--- src/data_move_pkg.sv ---
package data_move_pkg;

  // Instruction word and data widths
  localparam int unsigned INSN_W = 12;
  localparam int unsigned DATA_W = 8;
  localparam int unsigned FIDX_W = 5;
  localparam int unsigned NREGS  = 32;

  // Opcode masks and match values
  localparam logic [11:0] COPY_MASK  = 12'hFC0;
  localparam logic [11:0] COPY_MATCH = 12'h200;
  localparam logic [11:0] LDI_MASK   = 12'hF00;
  localparam logic [11:0] LDI_MATCH  = 12'hC00;
  localparam logic [11:0] STA_MASK   = 12'hFE0;
  localparam logic [11:0] STA_MATCH  = 12'h020;
  localparam logic [11:0] NOP_WORD   = 12'h000;
  localparam logic [11:0] TSETUP_WORD = 12'h002;

  // Field positions
  localparam int unsigned DEST_BIT = 5;

  // Reset values
  localparam logic [7:0] ACC_RST    = 8'h00;
  localparam logic [7:0] TSETUP_RST = 8'hFF;
  localparam logic       ZERO_RST   = 1'b0;

  typedef enum logic [2:0] {
    OP_NOP    = 3'h0,
    OP_COPY   = 3'h1,
    OP_LDI    = 3'h2,
    OP_STA    = 3'h3,
    OP_TSETUP = 3'h4,
    OP_OTHER  = 3'h5
  } op_t;

endpackage : data_move_pkg

--- src/data_move_instruction_exec.sv ---
`timescale 1ns/1ps
`default_nettype none
// Behaviour
// RULE1 - Copy pattern reads selected file register
// RULE2 - Dest bit 0 accumulator, 1 file register
// RULE3 - Copy updates zero flag only
// RULE4 - Dest 1 rewrites same value, tests zero
// RULE5 - Load immediate to accumulator, flags kept
// RULE6 - Store accumulator to file register
// RULE7 - Nop idles; setup word loads timer setup
module data_move_instruction_exec
  import data_move_pkg::*;
(
  input  wire logic                              clk,
  input  wire logic                              arst_n,
  input  wire logic                              insn_valid,
  input  wire logic [data_move_pkg::INSN_W-1:0]  insn,
  output logic                                   insn_ready,
  output logic      [data_move_pkg::DATA_W-1:0]  acc,
  output logic                                   zero_flag,
  output logic      [data_move_pkg::DATA_W-1:0]  timer_setup,
  output logic                                   busy
);
  // Sequencer states; the usual path flips one bit
  typedef enum logic [1:0] {
    ST_DECODE = 2'b00,
    ST_READ   = 2'b01
  } state_t;

  // Classify one instruction word.
  // Whole-word matches go first: no other mask covers them
  // today, but keeping them ahead means a wider mask added
  // later cannot swallow the no-op or the setup word.
  function automatic op_t decode_op(input logic [INSN_W-1:0] w);
    op_t r;
    r = OP_OTHER;
    if (w == NOP_WORD) begin
      r = OP_NOP;
    end else if (w == TSETUP_WORD) begin
      r = OP_TSETUP;
    end else if ((w & COPY_MASK) == COPY_MATCH) begin
      r = OP_COPY;
    end else if ((w & LDI_MASK) == LDI_MATCH) begin
      r = OP_LDI;
    end else if ((w & STA_MASK) == STA_MATCH) begin
      r = OP_STA;
    end
    return r;
  endfunction : decode_op

  // File index in the low operand bits of a word;
  // shared by the read port, the copy latch and the store
  function automatic logic [FIDX_W-1:0] operand_idx(input logic [INSN_W-1:0] w);
    return w[FIDX_W-1:0];
  endfunction : operand_idx

  // Literal carried in the low byte of a load word
  function automatic logic [DATA_W-1:0] literal_of(input logic [INSN_W-1:0] w);
    return w[DATA_W-1:0];
  endfunction : literal_of

  // Sequencer group: where we are, and what a copy remembers
  state_t            state_ff, nxt_state;
  logic [FIDX_W-1:0] idx_ff, nxt_idx;
  logic              dest_ff, nxt_dest;

  // Accumulator and zero flag group
  logic [DATA_W-1:0] acc_ff, nxt_acc;
  logic              zero_ff, nxt_zero;

  // Timer setup group
  logic [DATA_W-1:0] tsetup_ff, nxt_tsetup;

  // File storage ports
  logic [FIDX_W-1:0] rd_addr;
  logic [DATA_W-1:0] rd_data;
  logic              wr_en;
  logic [FIDX_W-1:0] wr_addr;
  logic [DATA_W-1:0] wr_data;

  // Decode strobes, one per instruction that does work
  op_t               op;
  logic              take;
  logic              take_copy;
  logic              take_ldi;
  logic              take_sta;
  logic              take_tsetup;
  logic              read_cycle;
  logic              read_zero;

  // Classify whatever stands on the bus; it only counts when taken
  assign op          = decode_op(insn);

  // A word is taken only while decoding; in the read cycle
  // the word on the bus is left alone and offered again.
  // RULE7 no-op taken, no strobe
  // Unknown words are consumed the same way, with no effect
  assign take        = insn_valid && (state_ff == ST_DECODE);

  // RULE1 copy pattern taken
  assign take_copy   = take && (op == OP_COPY);

  // RULE5 load pattern taken
  assign take_ldi    = take && (op == OP_LDI);

  // RULE6 store pattern taken
  assign take_sta    = take && (op == OP_STA);

  // RULE7 setup word taken
  assign take_tsetup = take && (op == OP_TSETUP);

  // Second cycle of a copy, when the read data stand
  assign read_cycle  = (state_ff == ST_READ);

  // RULE3 zero test on moved value
  assign read_zero   = (rd_data == '0);

  // RULE1 read port addressed from the word
  // The read is registered, so the value stands one edge after
  // the copy is taken; that is why a copy costs two cycles.
  // Storage has no reset: a copy of an index never stored
  // returns unknown data, a limitation the user must respect.
  assign rd_addr     = operand_idx(insn);

  file_regs u_regs (
    .clk     (clk),
    .rd_addr (rd_addr),
    .rd_data (rd_data),
    .wr_en   (wr_en),
    .wr_addr (wr_addr),
    .wr_data (wr_data)
  );

  // Sequencer next state; a copy parks in the read cycle once
  always_comb begin
    nxt_state = state_ff;
    nxt_idx   = idx_ff;
    nxt_dest  = dest_ff;
    unique case (state_ff)
      ST_DECODE: begin
        // RULE1 latch file index
        if (take_copy) begin
          nxt_idx   = operand_idx(insn);
          // RULE2 latch target select
          nxt_dest  = insn[DEST_BIT];
          nxt_state = ST_READ;
        end
      end
      ST_READ: begin
        nxt_state = ST_DECODE;
      end
      // Unused codes fall back to decode
      default: begin
        nxt_state = ST_DECODE;
      end
    endcase
  end

  // Sequencer registers
  always_ff @(posedge clk or negedge arst_n) begin
    if (!arst_n) begin
      state_ff <= ST_DECODE;
      idx_ff   <= '0;
      dest_ff  <= 1'b0;
    end else begin
      state_ff <= nxt_state;
      idx_ff   <= nxt_idx;
      dest_ff  <= nxt_dest;
    end
  end

  // Accumulator and zero flag next values.
  // A load and a copy result never meet: the load needs the
  // decode state and the copy result lands in the read cycle.
  always_comb begin
    nxt_acc  = acc_ff;
    nxt_zero = zero_ff;
    // RULE5 literal load, flag kept
    if (take_ldi) begin
      nxt_acc = literal_of(insn);
    end
    if (read_cycle) begin
      // RULE3 zero flag only
      nxt_zero = read_zero;
      // RULE2 target select 0, accumulator
      if (!dest_ff) begin
        nxt_acc = rd_data;
      end
    end
  end

  // Accumulator and zero flag registers
  always_ff @(posedge clk or negedge arst_n) begin
    if (!arst_n) begin
      acc_ff  <= ACC_RST;
      zero_ff <= ZERO_RST;
    end else begin
      acc_ff  <= nxt_acc;
      zero_ff <= nxt_zero;
    end
  end

  // Timer setup next value; holds its reset value until loaded
  always_comb begin
    nxt_tsetup = tsetup_ff;
    // RULE7 setup takes accumulator
    if (take_tsetup) begin
      nxt_tsetup = acc_ff;
    end
  end

  // Timer setup register
  always_ff @(posedge clk or negedge arst_n) begin
    if (!arst_n) begin
      tsetup_ff <= TSETUP_RST;
    end else begin
      tsetup_ff <= nxt_tsetup;
    end
  end

  // File write port. Store and write-back never collide,
  // because new words are refused in the read cycle.
  always_comb begin
    wr_en   = 1'b0;
    wr_addr = idx_ff;
    wr_data = acc_ff;
    if (take_sta) begin
      // RULE6 store accumulator
      wr_en   = 1'b1;
      wr_addr = operand_idx(insn);
      wr_data = acc_ff;
    end else if (read_cycle && dest_ff) begin
      // RULE4 same value written back
      // Writing it back keeps one write path for both targets
      wr_en   = 1'b1;
      wr_addr = idx_ff;
      wr_data = rd_data;
    end
  end

  // Handshake from the state register alone; data from flops
  assign insn_ready  = (state_ff == ST_DECODE);
  assign busy        = read_cycle;
  assign acc         = acc_ff;
  assign zero_flag   = zero_ff;
  assign timer_setup = tsetup_ff;
endmodule : data_move_instruction_exec
`default_nettype wire

--- src/file_regs.sv ---
`timescale 1ns/1ps
`default_nettype none
// Small register file, registered read port
module file_regs
  import data_move_pkg::*;
(
  input  wire logic                     clk,
  input  wire logic [data_move_pkg::FIDX_W-1:0] rd_addr,
  output logic      [data_move_pkg::DATA_W-1:0] rd_data,
  input  wire logic                     wr_en,
  input  wire logic [data_move_pkg::FIDX_W-1:0] wr_addr,
  input  wire logic [data_move_pkg::DATA_W-1:0] wr_data
);
  logic [DATA_W-1:0] mem_ff [NREGS];

  // No reset on storage; contents undefined until written
  always_ff @(posedge clk) begin
    if (wr_en) begin
      mem_ff[wr_addr] <= wr_data;
    end
    rd_data <= mem_ff[rd_addr];
  end
endmodule : file_regs
`default_nettype wire

--- config.mk ---
export PLATFORM = sky130hd
export DESIGN_NAME = data_move_instruction_exec
export DESIGN_NICKNAME = d
export VERILOG_FILES = /design/src/data_move_pkg.sv /design/src/data_move_instruction_exec.sv /design/src/file_regs.sv
export SDC_FILE = /design/constraint.sdc
export NUM_CORES = 1
export LEC_CHECK = 0
export ABC_CLOCK_PERIOD_IN_PS = 2200
export BUFFER_PORTS_ARGS = -buffer_cell sky130_fd_sc_hd__buf_4
export CORE_AREA = 2 2 163 165
export CTS_BUF_LIST = sky130_fd_sc_hd__clkbuf_4 sky130_fd_sc_hd__clkbuf_8
export DETAILED_ROUTE_END_ITERATION = 7
export DIE_AREA = 0 0 165 167
export PLACE_DENSITY = 0.68
export SKIP_LAST_GASP = 1
export SLEW_MARGIN = 20
export SYNTH_ARGS = -nofsm -noshare
export SYNTH_HDL_FRONTEND = slang
export SYNTH_SLANG_ARGS = --single-unit
--- constraint.sdc ---
create_clock -name clk -period 2.2 [get_ports clk]
set_input_delay 0.44 -clock clk [delete_from_list [all_inputs] [get_ports clk]]
set_output_delay 0.44 -clock clk [all_outputs]
set_load 0.02 [all_outputs]
; ---- Word-level counts from Yosys, hierarchy flattened
; Memory sizes are Yosys's and may differ from the RTL's. A register that Yosys moved wholly into a read port is not among the register bits.
; Index checks and enable logic that the tools add are counted.
[classes]
reduce_logical = 10
mux = 17
eq_ne = 10
[op_table]
columns = op, n
row1 = 8-bit 2-to-1 mux, 5
row2 = 3-bit 2-to-1 mux, 5
row3 = 12-bit by 2-bit == test with 1-bit output (second input constant), 1
row4 = 12-bit logical NOT, 1
row5 = 8-bit logical NOT, 1
row6 = 7-bit by 1-bit == test with 1-bit output (second input constant), 1
row7 = 3-bit by 2-bit == test with 1-bit output (second input constant), 2
row8 = 6-bit by 4-bit == test with 1-bit output (second input constant), 1
row9 = 1-bit logical AND, 6
row10 = 5-bit 2-to-1 mux, 1
row11 = 4-bit == test (second input constant), 1
row12 = 1-bit 2-to-1 mux, 4
row13 = 2-bit 2-to-1 mux, 2
row14 = 3-bit by 1-bit == test with 1-bit output (second input constant), 1
row15 = 3-bit == test (second input constant), 1
row16 = 2-bit by 1-bit == test with 1-bit output (second input constant), 1
row17 = 2-bit logical NOT, 1
row18 = 2-bit by 1-bit inequality test with 1-bit output (second input constant), 1
row19 = 2-bit AND reduction, 1
[word_totals]
elab_cells = 44
out_inout_bits = 19
in_bits = 15
ff_bits = 25
ram_bits = 256
mem_count = 1
[memory_table]
columns = name, words, width, rd, rd_clocked_by_memory_dff, write_ports, line_no
row1 = u_regs.mem_ff, 32, 8, 1, 1, 1, file_regs.sv:14  ; logic [DATA_W-1:0] mem_ff [NREGS];

; ---- Depth between registers and ports, before layout
; Gate-level depths: netlist of the first run.
[depth]
word_depth = 11
mapped_depth = 6
depth_no_buf = 3

; ---- Cells and area by module
; A second synthesis of the first run with hierarchy kept.
[unflattened]
cells_unflattened = 526
area_unflattened_um2 = 11343.4
[by_module_without_submodules]
columns = module, instances, cells_each, area_per_inst_um2, seq_area_each_um2
row1 = file_regs, 1, 417, 10053.4, 7847.5
row2 = data_move_instruction_exec, 1, 109, 1290.0, 610.6

; ---- Least setup slack after synthesis of the first run
; Ideal clock, no wire load.
[synth_path]
kind = reg2reg
start = register state_ff[0]
end = memory u_regs.mem_ff[22][0] (enable)
setup_slack_ps = -284
t_required_ps = 1824
t_arrival_ps = 2108
path_stages_with_launch = 6
path_buffers = 2
period_less_slack_ps = 2484
setup_ps = 376
path_cell_list = dfrtp_1 > clkbuf_1 > nor3b_1 > clkbuf_1 > nand4_1 > o22ai_1
[synth_via]
elab_chain_cells = 6
word_cells_on_any_way = 10
classes_between = eq/ne (1) / mux (5) / reduce/logical (4)
[synth_lines]
columns = element, line_no
row1 = start: declaration, data_move_instruction_exec.sv:63  ; state_t state_ff, nxt_state;
row2 = start signal: assignment, data_move_instruction_exec.sv:166  ; state_ff <= nxt_state;
row3 = 2-bit by 1-bit == test with 1-bit output or 2-bit logical NOT (tied branches), "data_move_instruction_exec.sv:113, data_move_instruction_exec.sv:98"
row4 = 1-bit logical AND (on tied branches), "data_move_instruction_exec.sv:232, data_move_instruction_exec.sv:98"
row5 = 1-bit 2-to-1 mux or 1-bit logical AND (tied branches), "data_move_instruction_exec.sv:232, data_move_instruction_exec.sv:107"
row6 = 1-bit 2-to-1 mux, data_move_instruction_exec.sv:227  ; if (take_sta) begin
row7 = 1-bit 2-to-1 mux, file_regs.sv:18  ; if (wr_en) begin
row8 = 1-bit 2-to-1 mux (implied by the code), file_regs.sv:19  ; mem_ff[wr_addr] <= wr_data;
row9 = end: declaration, file_regs.sv:14
; Several ways; a longest one is shown, not always the timed one.

; ---- Worst setup path in the final report of the first run
[layout_path]
start = register state_ff[0]
end = memory u_regs.mem_ff[23][1] (enable)
; Same word-level chain as after synthesis.

==> impl_metrics.py, run 1 <==
metrics = {
    "status": {
        "status": "finished, final reports clean",
    },
    "grt": {
        "grt_start_max_net_pins": 33,
        "grt_antenna_before_repair": 0,
        "grt_first_pass_wirelength_um": 38700,
        "track_usage": 0.192,
        "grt_pass1_vias": 6157,
        "overflow": 0,
    },
    "placed_design": {
        "dpl.hpwl_um": 17000,
        "dp_slack_ns": -0.258,
        "gp_congestion": 0.859,
        "portBuffers": 33,
    },
    "critical_path": {
        "cp_data_arrival_time_ns": 2.38,
        "cp_slowest_cell": "dfrtp_2",
        "path_max_fanout": 9,
        "crit_type": "register to register",
        "end_kind": "register",
        "crit_chain": "buf_4, nor3b_4, nand4_1, o22ai_2, buf_12",
        "rrSetupSlack_ns": 0.06,
        "start_kind": "register",
        "worst_ep_required_time_ns": 2.45,
        "cp_slowest_stage_delay_ns": 0.40,
    },
    "floorplan": {
        "start_util": 0.446,
        "core_area_um2": 25800,
        "die-area_um2": 27600,
        "fp-row-count": 59,
        "pin_count": 34,
        "chipWidth_um": 165,
        "die_height_um": 167,
    },
    "sta": {
        "rsz0062_at_grt": "no",
        "layout_setup_ws_ns": 0.0634,
        "fmax_ghz": 0.468,
        "max_slew_margin": 0.511,
        "skew_ns": 0.0249,
        "tightest_slew_ns": 0.733,
        "min_period_ns": 2.14,
        "setup_viol": 0,
        "hold_viol": 0,
        "timing.final.crit_share": 0.971,
        "maxSlewViolCount": 0,
    },
    "synthesis": {
        "synthFlopType": "edfxtp_1",
        "synth.avg_cell_area_um2": 20.7,
        "synth_nets": 569,
        "async_flop_share": 0.0833,
        "netlist_area_um2": 11500,
        "synth.top_cell.area_share": 0.669,
        "synth_top_area_cell": "edfxtp_1",
        "seq_area_frac_synth": 0.736,
        "ys_ff_latch": 288,
        "synthCells": 554,
        "ys_types": 34,
        "synth_top_cells_by_area": "edfxtp_1 (67%), mux4_2 (16%), dfrtp_1 (3.5%), mux2_2 (2.9%), dfstp_2 (1.8%)",
        "synth_edf_count": 256,
        "synth_warnings": 0,
    },
    "power": {
        "peakVddDrop_mv": 0.473,
        "powerDensity_nw_per_um2": 861,
        "power.leakage_nw": 4.42,
        "p_total_mw": 11.7,
    },
    "run": {
        "drv_cap": 0,
    },
    "detailed_routing": {
        "final_antenna_net_count": 0,
        "dr.pass1.iters": 5,
        "wl_met1_um": 10700,
        "routed.top_layer": "met4",
        "dr_wl_met3_um": 2040,
        "drcViolationCount": 0,
        "num_vias": 6038,
        "totalWireLength_um": 25700,
        "dr_wl_met2_um": 12400,
        "drtIter0Drc": 812,
        "wire_per_inst_um": 25.3,
        "drt-vias-per-instance": 5.93,
    },
    "layout": {
        "nNetsFinal": 669,
        "area_growth_pct": 18.2,
        "diodes": 0,
        "drive_above_1_share": 0.428,
    },
    "clock_tree": {
        "cts_buffers": 43,
        "clockBufferDepth": 3,
        "clock_latency_ns": 0.55,
        "cts.clk_slew.worst_paths_ns": 0.06,
        "cts_tree": "done",
        "htree_levels": 2,
        "numClockSinks": 288,
        "root_buffer": "clkbuf_8",
    },
    "min_path": {
        "holdCritPathClass": "primary input to register",
    },
}
## placed cells by master (no fill, tap or decap), types with 2 or more instances in the layout
cell type | synthesis | final
nor4_1 | 2 | 2
clkbuf_8 | 0 | 45
clkinv_2 | 0 | 3
o21ai_0 | 9 | 9
or2_2 | 2 | 2
nand4_1 | 6 | 6
edfxtp_1 | 256 | 256
nand3_1 | 13 | 13
buf_4 | 0 | 72
dfrtp_1 | 16 | 15
nor2_1 | 11 | 11
dfstp_2 | 8 | 8
nand2_1 | 10 | 10
nor2b_1 | 6 | 6
clkinv_1 | 0 | 9
mux4_2 | 80 | 80
buf_12 | 0 | 15
nand3b_1 | 2 | 2
and3b_1 | 3 | 3
clkinvlp_4 | 0 | 3
mux2_2 | 30 | 30
o22ai_1 | 32 | 18
nand2b_1 | 7 | 7
dfxtp_1 | 8 | 8
clkbuf_4 | 0 | 15
o22ai_2 | 0 | 5
inv_1 | 3 | 3
o22ai_4 | 0 | 9
a31oi_1 | 8 | 8
## cells by family (layout without fill, tap and decap cells)
kind of cell	after synthesis	after routing	share of synthesized area
flip-flops	288	288	0.736
buffers and inverters	36	166	0.0160
AO/OA/AOI/OAI	49	49	0.0257
multiplexers	110	110	0.186
AND/OR/NAND/NOR	71	71	0.0355
## repair_timing
action,in CTS,in global routing
pin swaps,2,3
buffers inserted,0,3
setup endpoints to repair,127,104
hold buffers,1,0
endpoints found under the hold margin,16,0
gates resized for setup,1,0
## registers in the layout, indices dropped and copies added, names as in the netlist
signal          count
acc                 8
u_regs.mem_ff     256
state_ff            1
dest_ff             1
u_regs.rd_data      8
zero_flag           1
timer_setup         8
idx_ff              5
## synth_stat cells, types with 2 or more instances
cell type    n
edfxtp_1   256
mux4_2      80
o22ai_1     32
mux2_2      30
clkbuf_1    16
dfrtp_1     16
nand3_1     13
nor2_1      11
nand2_1     10
o21ai_0      9
a31oi_1      8
buf_1        8
dfstp_2      8
dfxtp_1      8
nand2b_1     7
buf_6        6
nand4_1      6
nor2b_1      6
and3b_1      3
inv_1        3
buf_2        2
nand3b_1     2
nor4_1       2
or2_2        2
## cell type report
cell class	instances	area [µm²]
timing repair buffer	88	851
multi-input combinational	230	3040
fill	1941	12200
sequential	288	8460
clock inverter	15	71.3
inverter	3	11.3
tap	335	419
clock buffer	60	732
## layer usage
| layer | track usage | up-vias |
|---|---|---|
| met3 | 0.0304 | 45 |
| met5 | 0 | - |
| met2 | 0.304 | 278 |
| li1 | - | 2530 |
| met4 | 0.0491 | 0 |
| met1 | 0.281 | 3185 |
## worst paths after layout
path,start,to,depth (start not counted)
setup / recovery,state_ff[0],u_regs.mem_ff[23][1],5
hold / removal,insn[5],dest_ff,2
setup reg to reg,state_ff[0],u_regs.mem_ff[23][1],5
hold reg to reg,u_regs.rd_data[4],acc[4],2
max in group asynchronous,arst_n,timer_setup[6],2
min in group asynchronous,arst_n,acc[4],2
## critical path, delay by kind of cell, from the launching register on
kind | cells | cell delay [ns]
compound gates | 1 | 0.33
buf+inv | 2 | 0.36
flops | 1 | 0.40
simple gates | 2 | 0.76
## metrics by stage
stage / std cells / hold WS, ns / area [µm²] / setup TNS, ns / util
floorplan: 554 / 0.144 / 11700 / -4.68 / -
global placement: 940 / 0.346 / 12700 / -1.84 / 0.494
detailed placement: 940 / 0.352 / 12700 / -7.81 / 0.494
CTS: 1016 / 0.167 / 13600 / 0 / 0.526
global route: 1019 / 0.182 / 13600 / 0 / 0.527
finish: 1019 / 0.199 / 13600 / 0 / 0.527
## where the power goes
part	switching, mW	leakage [nW]	internal (mW)
sequential	0.101	2.65	6.38
combinational	0.777	1.35	0.372
clock	1.92	0.419	2.14
total	2.79	4.42	8.90
(Power assumes the default switching activity.)
==> inputs of run 2 (changes only) <==
--- a/config.mk
+++ b/config.mk
@@ -7,11 +7,13 @@
 export LEC_CHECK = 0
 export ABC_CLOCK_PERIOD_IN_PS = 2200
 export BUFFER_PORTS_ARGS = -buffer_cell sky130_fd_sc_hd__buf_4
+export CELL_PAD_IN_SITES_DETAIL_PLACEMENT = 1
+export CELL_PAD_IN_SITES_GLOBAL_PLACEMENT = 1
 export CORE_AREA = 2 2 163 165
 export CTS_BUF_LIST = sky130_fd_sc_hd__clkbuf_4 sky130_fd_sc_hd__clkbuf_8
 export DETAILED_ROUTE_END_ITERATION = 7
 export DIE_AREA = 0 0 165 167
-export PLACE_DENSITY = 0.68
+export PLACE_DENSITY = 0.74
 export SKIP_LAST_GASP = 1
 export SLEW_MARGIN = 20
 export SYNTH_ARGS = -nofsm -noshare
==> run 2 against run 1 <==
Compared with the run above: clock skew rose by 0.0070 ns; hold slack improved by 0.013 ns; clock power rose by 8.4%; non-clock buffer count rose by 5; via count rose by 1.8%; register-to-register slack improved by 0.05 ns; first-iteration DRC count fell by 35%; total power rose by 3.3%; sequential power barely moved; critical path depth rose by 1; wire length rose by 12%; die area did not move; critical endpoint is now u_regs.mem_ff[25][4].
==> impl_metrics.py, run 2 (synthesis gave the netlist of run 1 again) <==
metrics = {
    "status": {
        "status": "finished, final reports clean",
    },
    "sta": {
        "maxSlewViolCount": 0,
        "rsz0062_at_grt": "no",
        "tightest_slew_ns": 0.779,
        "max_slew_margin": 0.481,
        "skew_ns": 0.0320,
        "timing.final.crit_share": 0.950,
        "setup_viol": 0,
        "min_period_ns": 2.09,
        "timing.hold.ws_ns": 0.212,
        "hold_viol": 0,
        "fmax_ghz": 0.478,
    },
    "detailed_routing": {
        "num_vias": 6147,
        "final_antenna_net_count": 0,
        "drt-vias-per-instance": 5.99,
        "totalWireLength_um": 28900,
        "drcViolationCount": 0,
        "wire_per_inst_um": 28.2,
        "dr.pass1.iters": 5,
        "drtIter0Drc": 526,
    },
    "power": {
        "peakVddDrop_mv": 0.531,
        "powerDensity_nw_per_um2": 879,
        "seqPwrFrac": 0.537,
        "internal_power_mw": 9.19,
        "sw_frac_of_total": 0.239,
        "power_switching_mw": 2.89,
        "power.leakage_nw": 4.51,
        "p_total_mw": 12.1,
        "pwr-share-clk": 0.364,
        "pwr-share-comb": 0.099,
    },
    "floorplan": {
        "die-area_um2": 27600,
        "chipWidth_um": 165,
        "die_height_um": 167,
        "pin_count": 34,
        "fp-row-count": 59,
        "core_area_um2": 25800,
        "start_util": 0.446,
    },
    "layout": {
        "final_cell_mix": "edfxtp_1 (256), mux4_2 (80), buf_4 (73), clkbuf_8 (49), mux2_2 (30)",
        "fin_cells": 1026,
        "area_growth_pct": 19.6,
        "fin_util": 0.533,
        "top_register": "u_regs.mem_ff",
        "drive_above_1_share": 0.436,
        "largest_reg_flops": 256,
        "diodes": 0,
        "nNetsFinal": 676,
        "final_common_cell": "edfxtp_1",
    },
    "grt": {
        "overflow": 0,
        "grt_pass1_vias": 6744,
        "grt_start_max_net_pins": 35,
        "grt_first_pass_wirelength_um": 43400,
        "grt_antenna_before_repair": 1,
        "track_usage": 0.218,
    },
    "clock_tree": {
        "cts.clk_slew.worst_paths_ns": 0.06,
        "clockBufferDepth": 3,
        "root_buffer": "clkbuf_8",
        "clock_latency_ns": 0.56,
        "cts_tree": "done",
        "htree_levels": 2,
        "numClockSinks": 288,
        "cts_buffers": 45,
    },
    "critical_path": {
        "end_kind": "register",
        "crit_type": "register to register",
        "cp_data_arrival_time_ns": 2.33,
        "path_max_fanout": 9,
        "start_kind": "register",
        "worst_ep_required_time_ns": 2.44,
    },
    "placed_design": {
        "dp.cells": 946,
        "gp_congestion": 0.849,
        "portBuffers": 33,
        "dpl.hpwl_um": 18700,
    },
    "run": {
        "drv_cap": 0,
    },
    "min_path": {
        "holdCritPathClass": "primary input to register",
    },
}
[run 2: changes by cell type in the layout (fill, tap and decap cells not counted), sizes merged]
cell      previous run  this run
buf                 87        92
bufinv               0         1
clkbuf              60        65
clkinv              12        10
clkinvlp             3         0
inv                  3         4
[run 2: final cells by class]
cell class | count | area [µm²]
Tap cell | 335 | 419
Sequential cell | 288 | 8460
Inverter | 3 | 11.3
Multi-Input combinational cell | 230 | 3040
Clock inverter | 12 | 78.8
Timing Repair Buffer | 93 | 938
Clock buffer | 65 | 795
Fill cell | 2268 | 12000
[run 2: final timing paths]
check / startpoint / to / slack, ns / cells after the start
max: state_ff[0] / u_regs.mem_ff[25][4] / 0.11 / 6
min: insn[7] / acc[7] / 0.21 / 3
max reg2reg: state_ff[0] / u_regs.mem_ff[25][4] / 0.11 / 6
min reg2reg: u_regs.rd_data[1] / acc[1] / 0.54 / 2
max in group asynchronous: arst_n / timer_setup[3] / 1.56 / 2
min in group asynchronous: arst_n / acc[2] / 0.34 / 2
[run 2: metrics by stage]
| stage | TNS (ns) | setup WS [ns] | instance area (µm²) |
|---|---|---|---|
| 6_report | 0 | 0.109 | 13700 |
| 4_1_cts | 0 | 0.0551 | 13700 |
| 5_1_grt | 0 | 0.0508 | 13700 |
| 2_1_floorplan | -4.68 | -0.0548 | 11700 |
| 3_5_place_dp | -4.81 | -0.278 | 12800 |
| 3_3_place_gp | -1.53 | -0.260 | 12800 |
[run 2: repair_timing]
item                                    CTS  global route
pin swaps                                 2             0
gates cloned                              0             0
endpoints found under the setup margin   56            92
setup buffers                             2             0
hold endpoints to repair                 16             0
hold buffers                              1             0
gates resized for setup                   0             1
[run 2: per-layer routing]
layer,GRT usage,up-vias,wire [µm]
met4,0.0945,2,1150
met2,0.337,270,13900
li1,-,2543,-
met3,0.0545,79,2130
met1,0.294,3253,11700
met5,0,-,16
[run 2: worst max-delay path, cell delays in order, from the launching register on]
cell	delay, ns
dfrtp_2	0.40
buf_4	0.17
nor3b_4	0.36
nand4_1	0.16
buf_4	0.21
o22ai_1	0.21
buf_4	0.26
[run 2: power groups by stage]
stage               Combinational [mW]  Sequential [mW]  Clock, mW
CTS                               1.20             6.48       4.51
global placement                  1.11             6.58          0
finish                            1.20             6.48       4.40
global route                      1.28             6.49       4.72
floorplan                        0.624             6.59          0
detailed placement                1.20             6.59          0
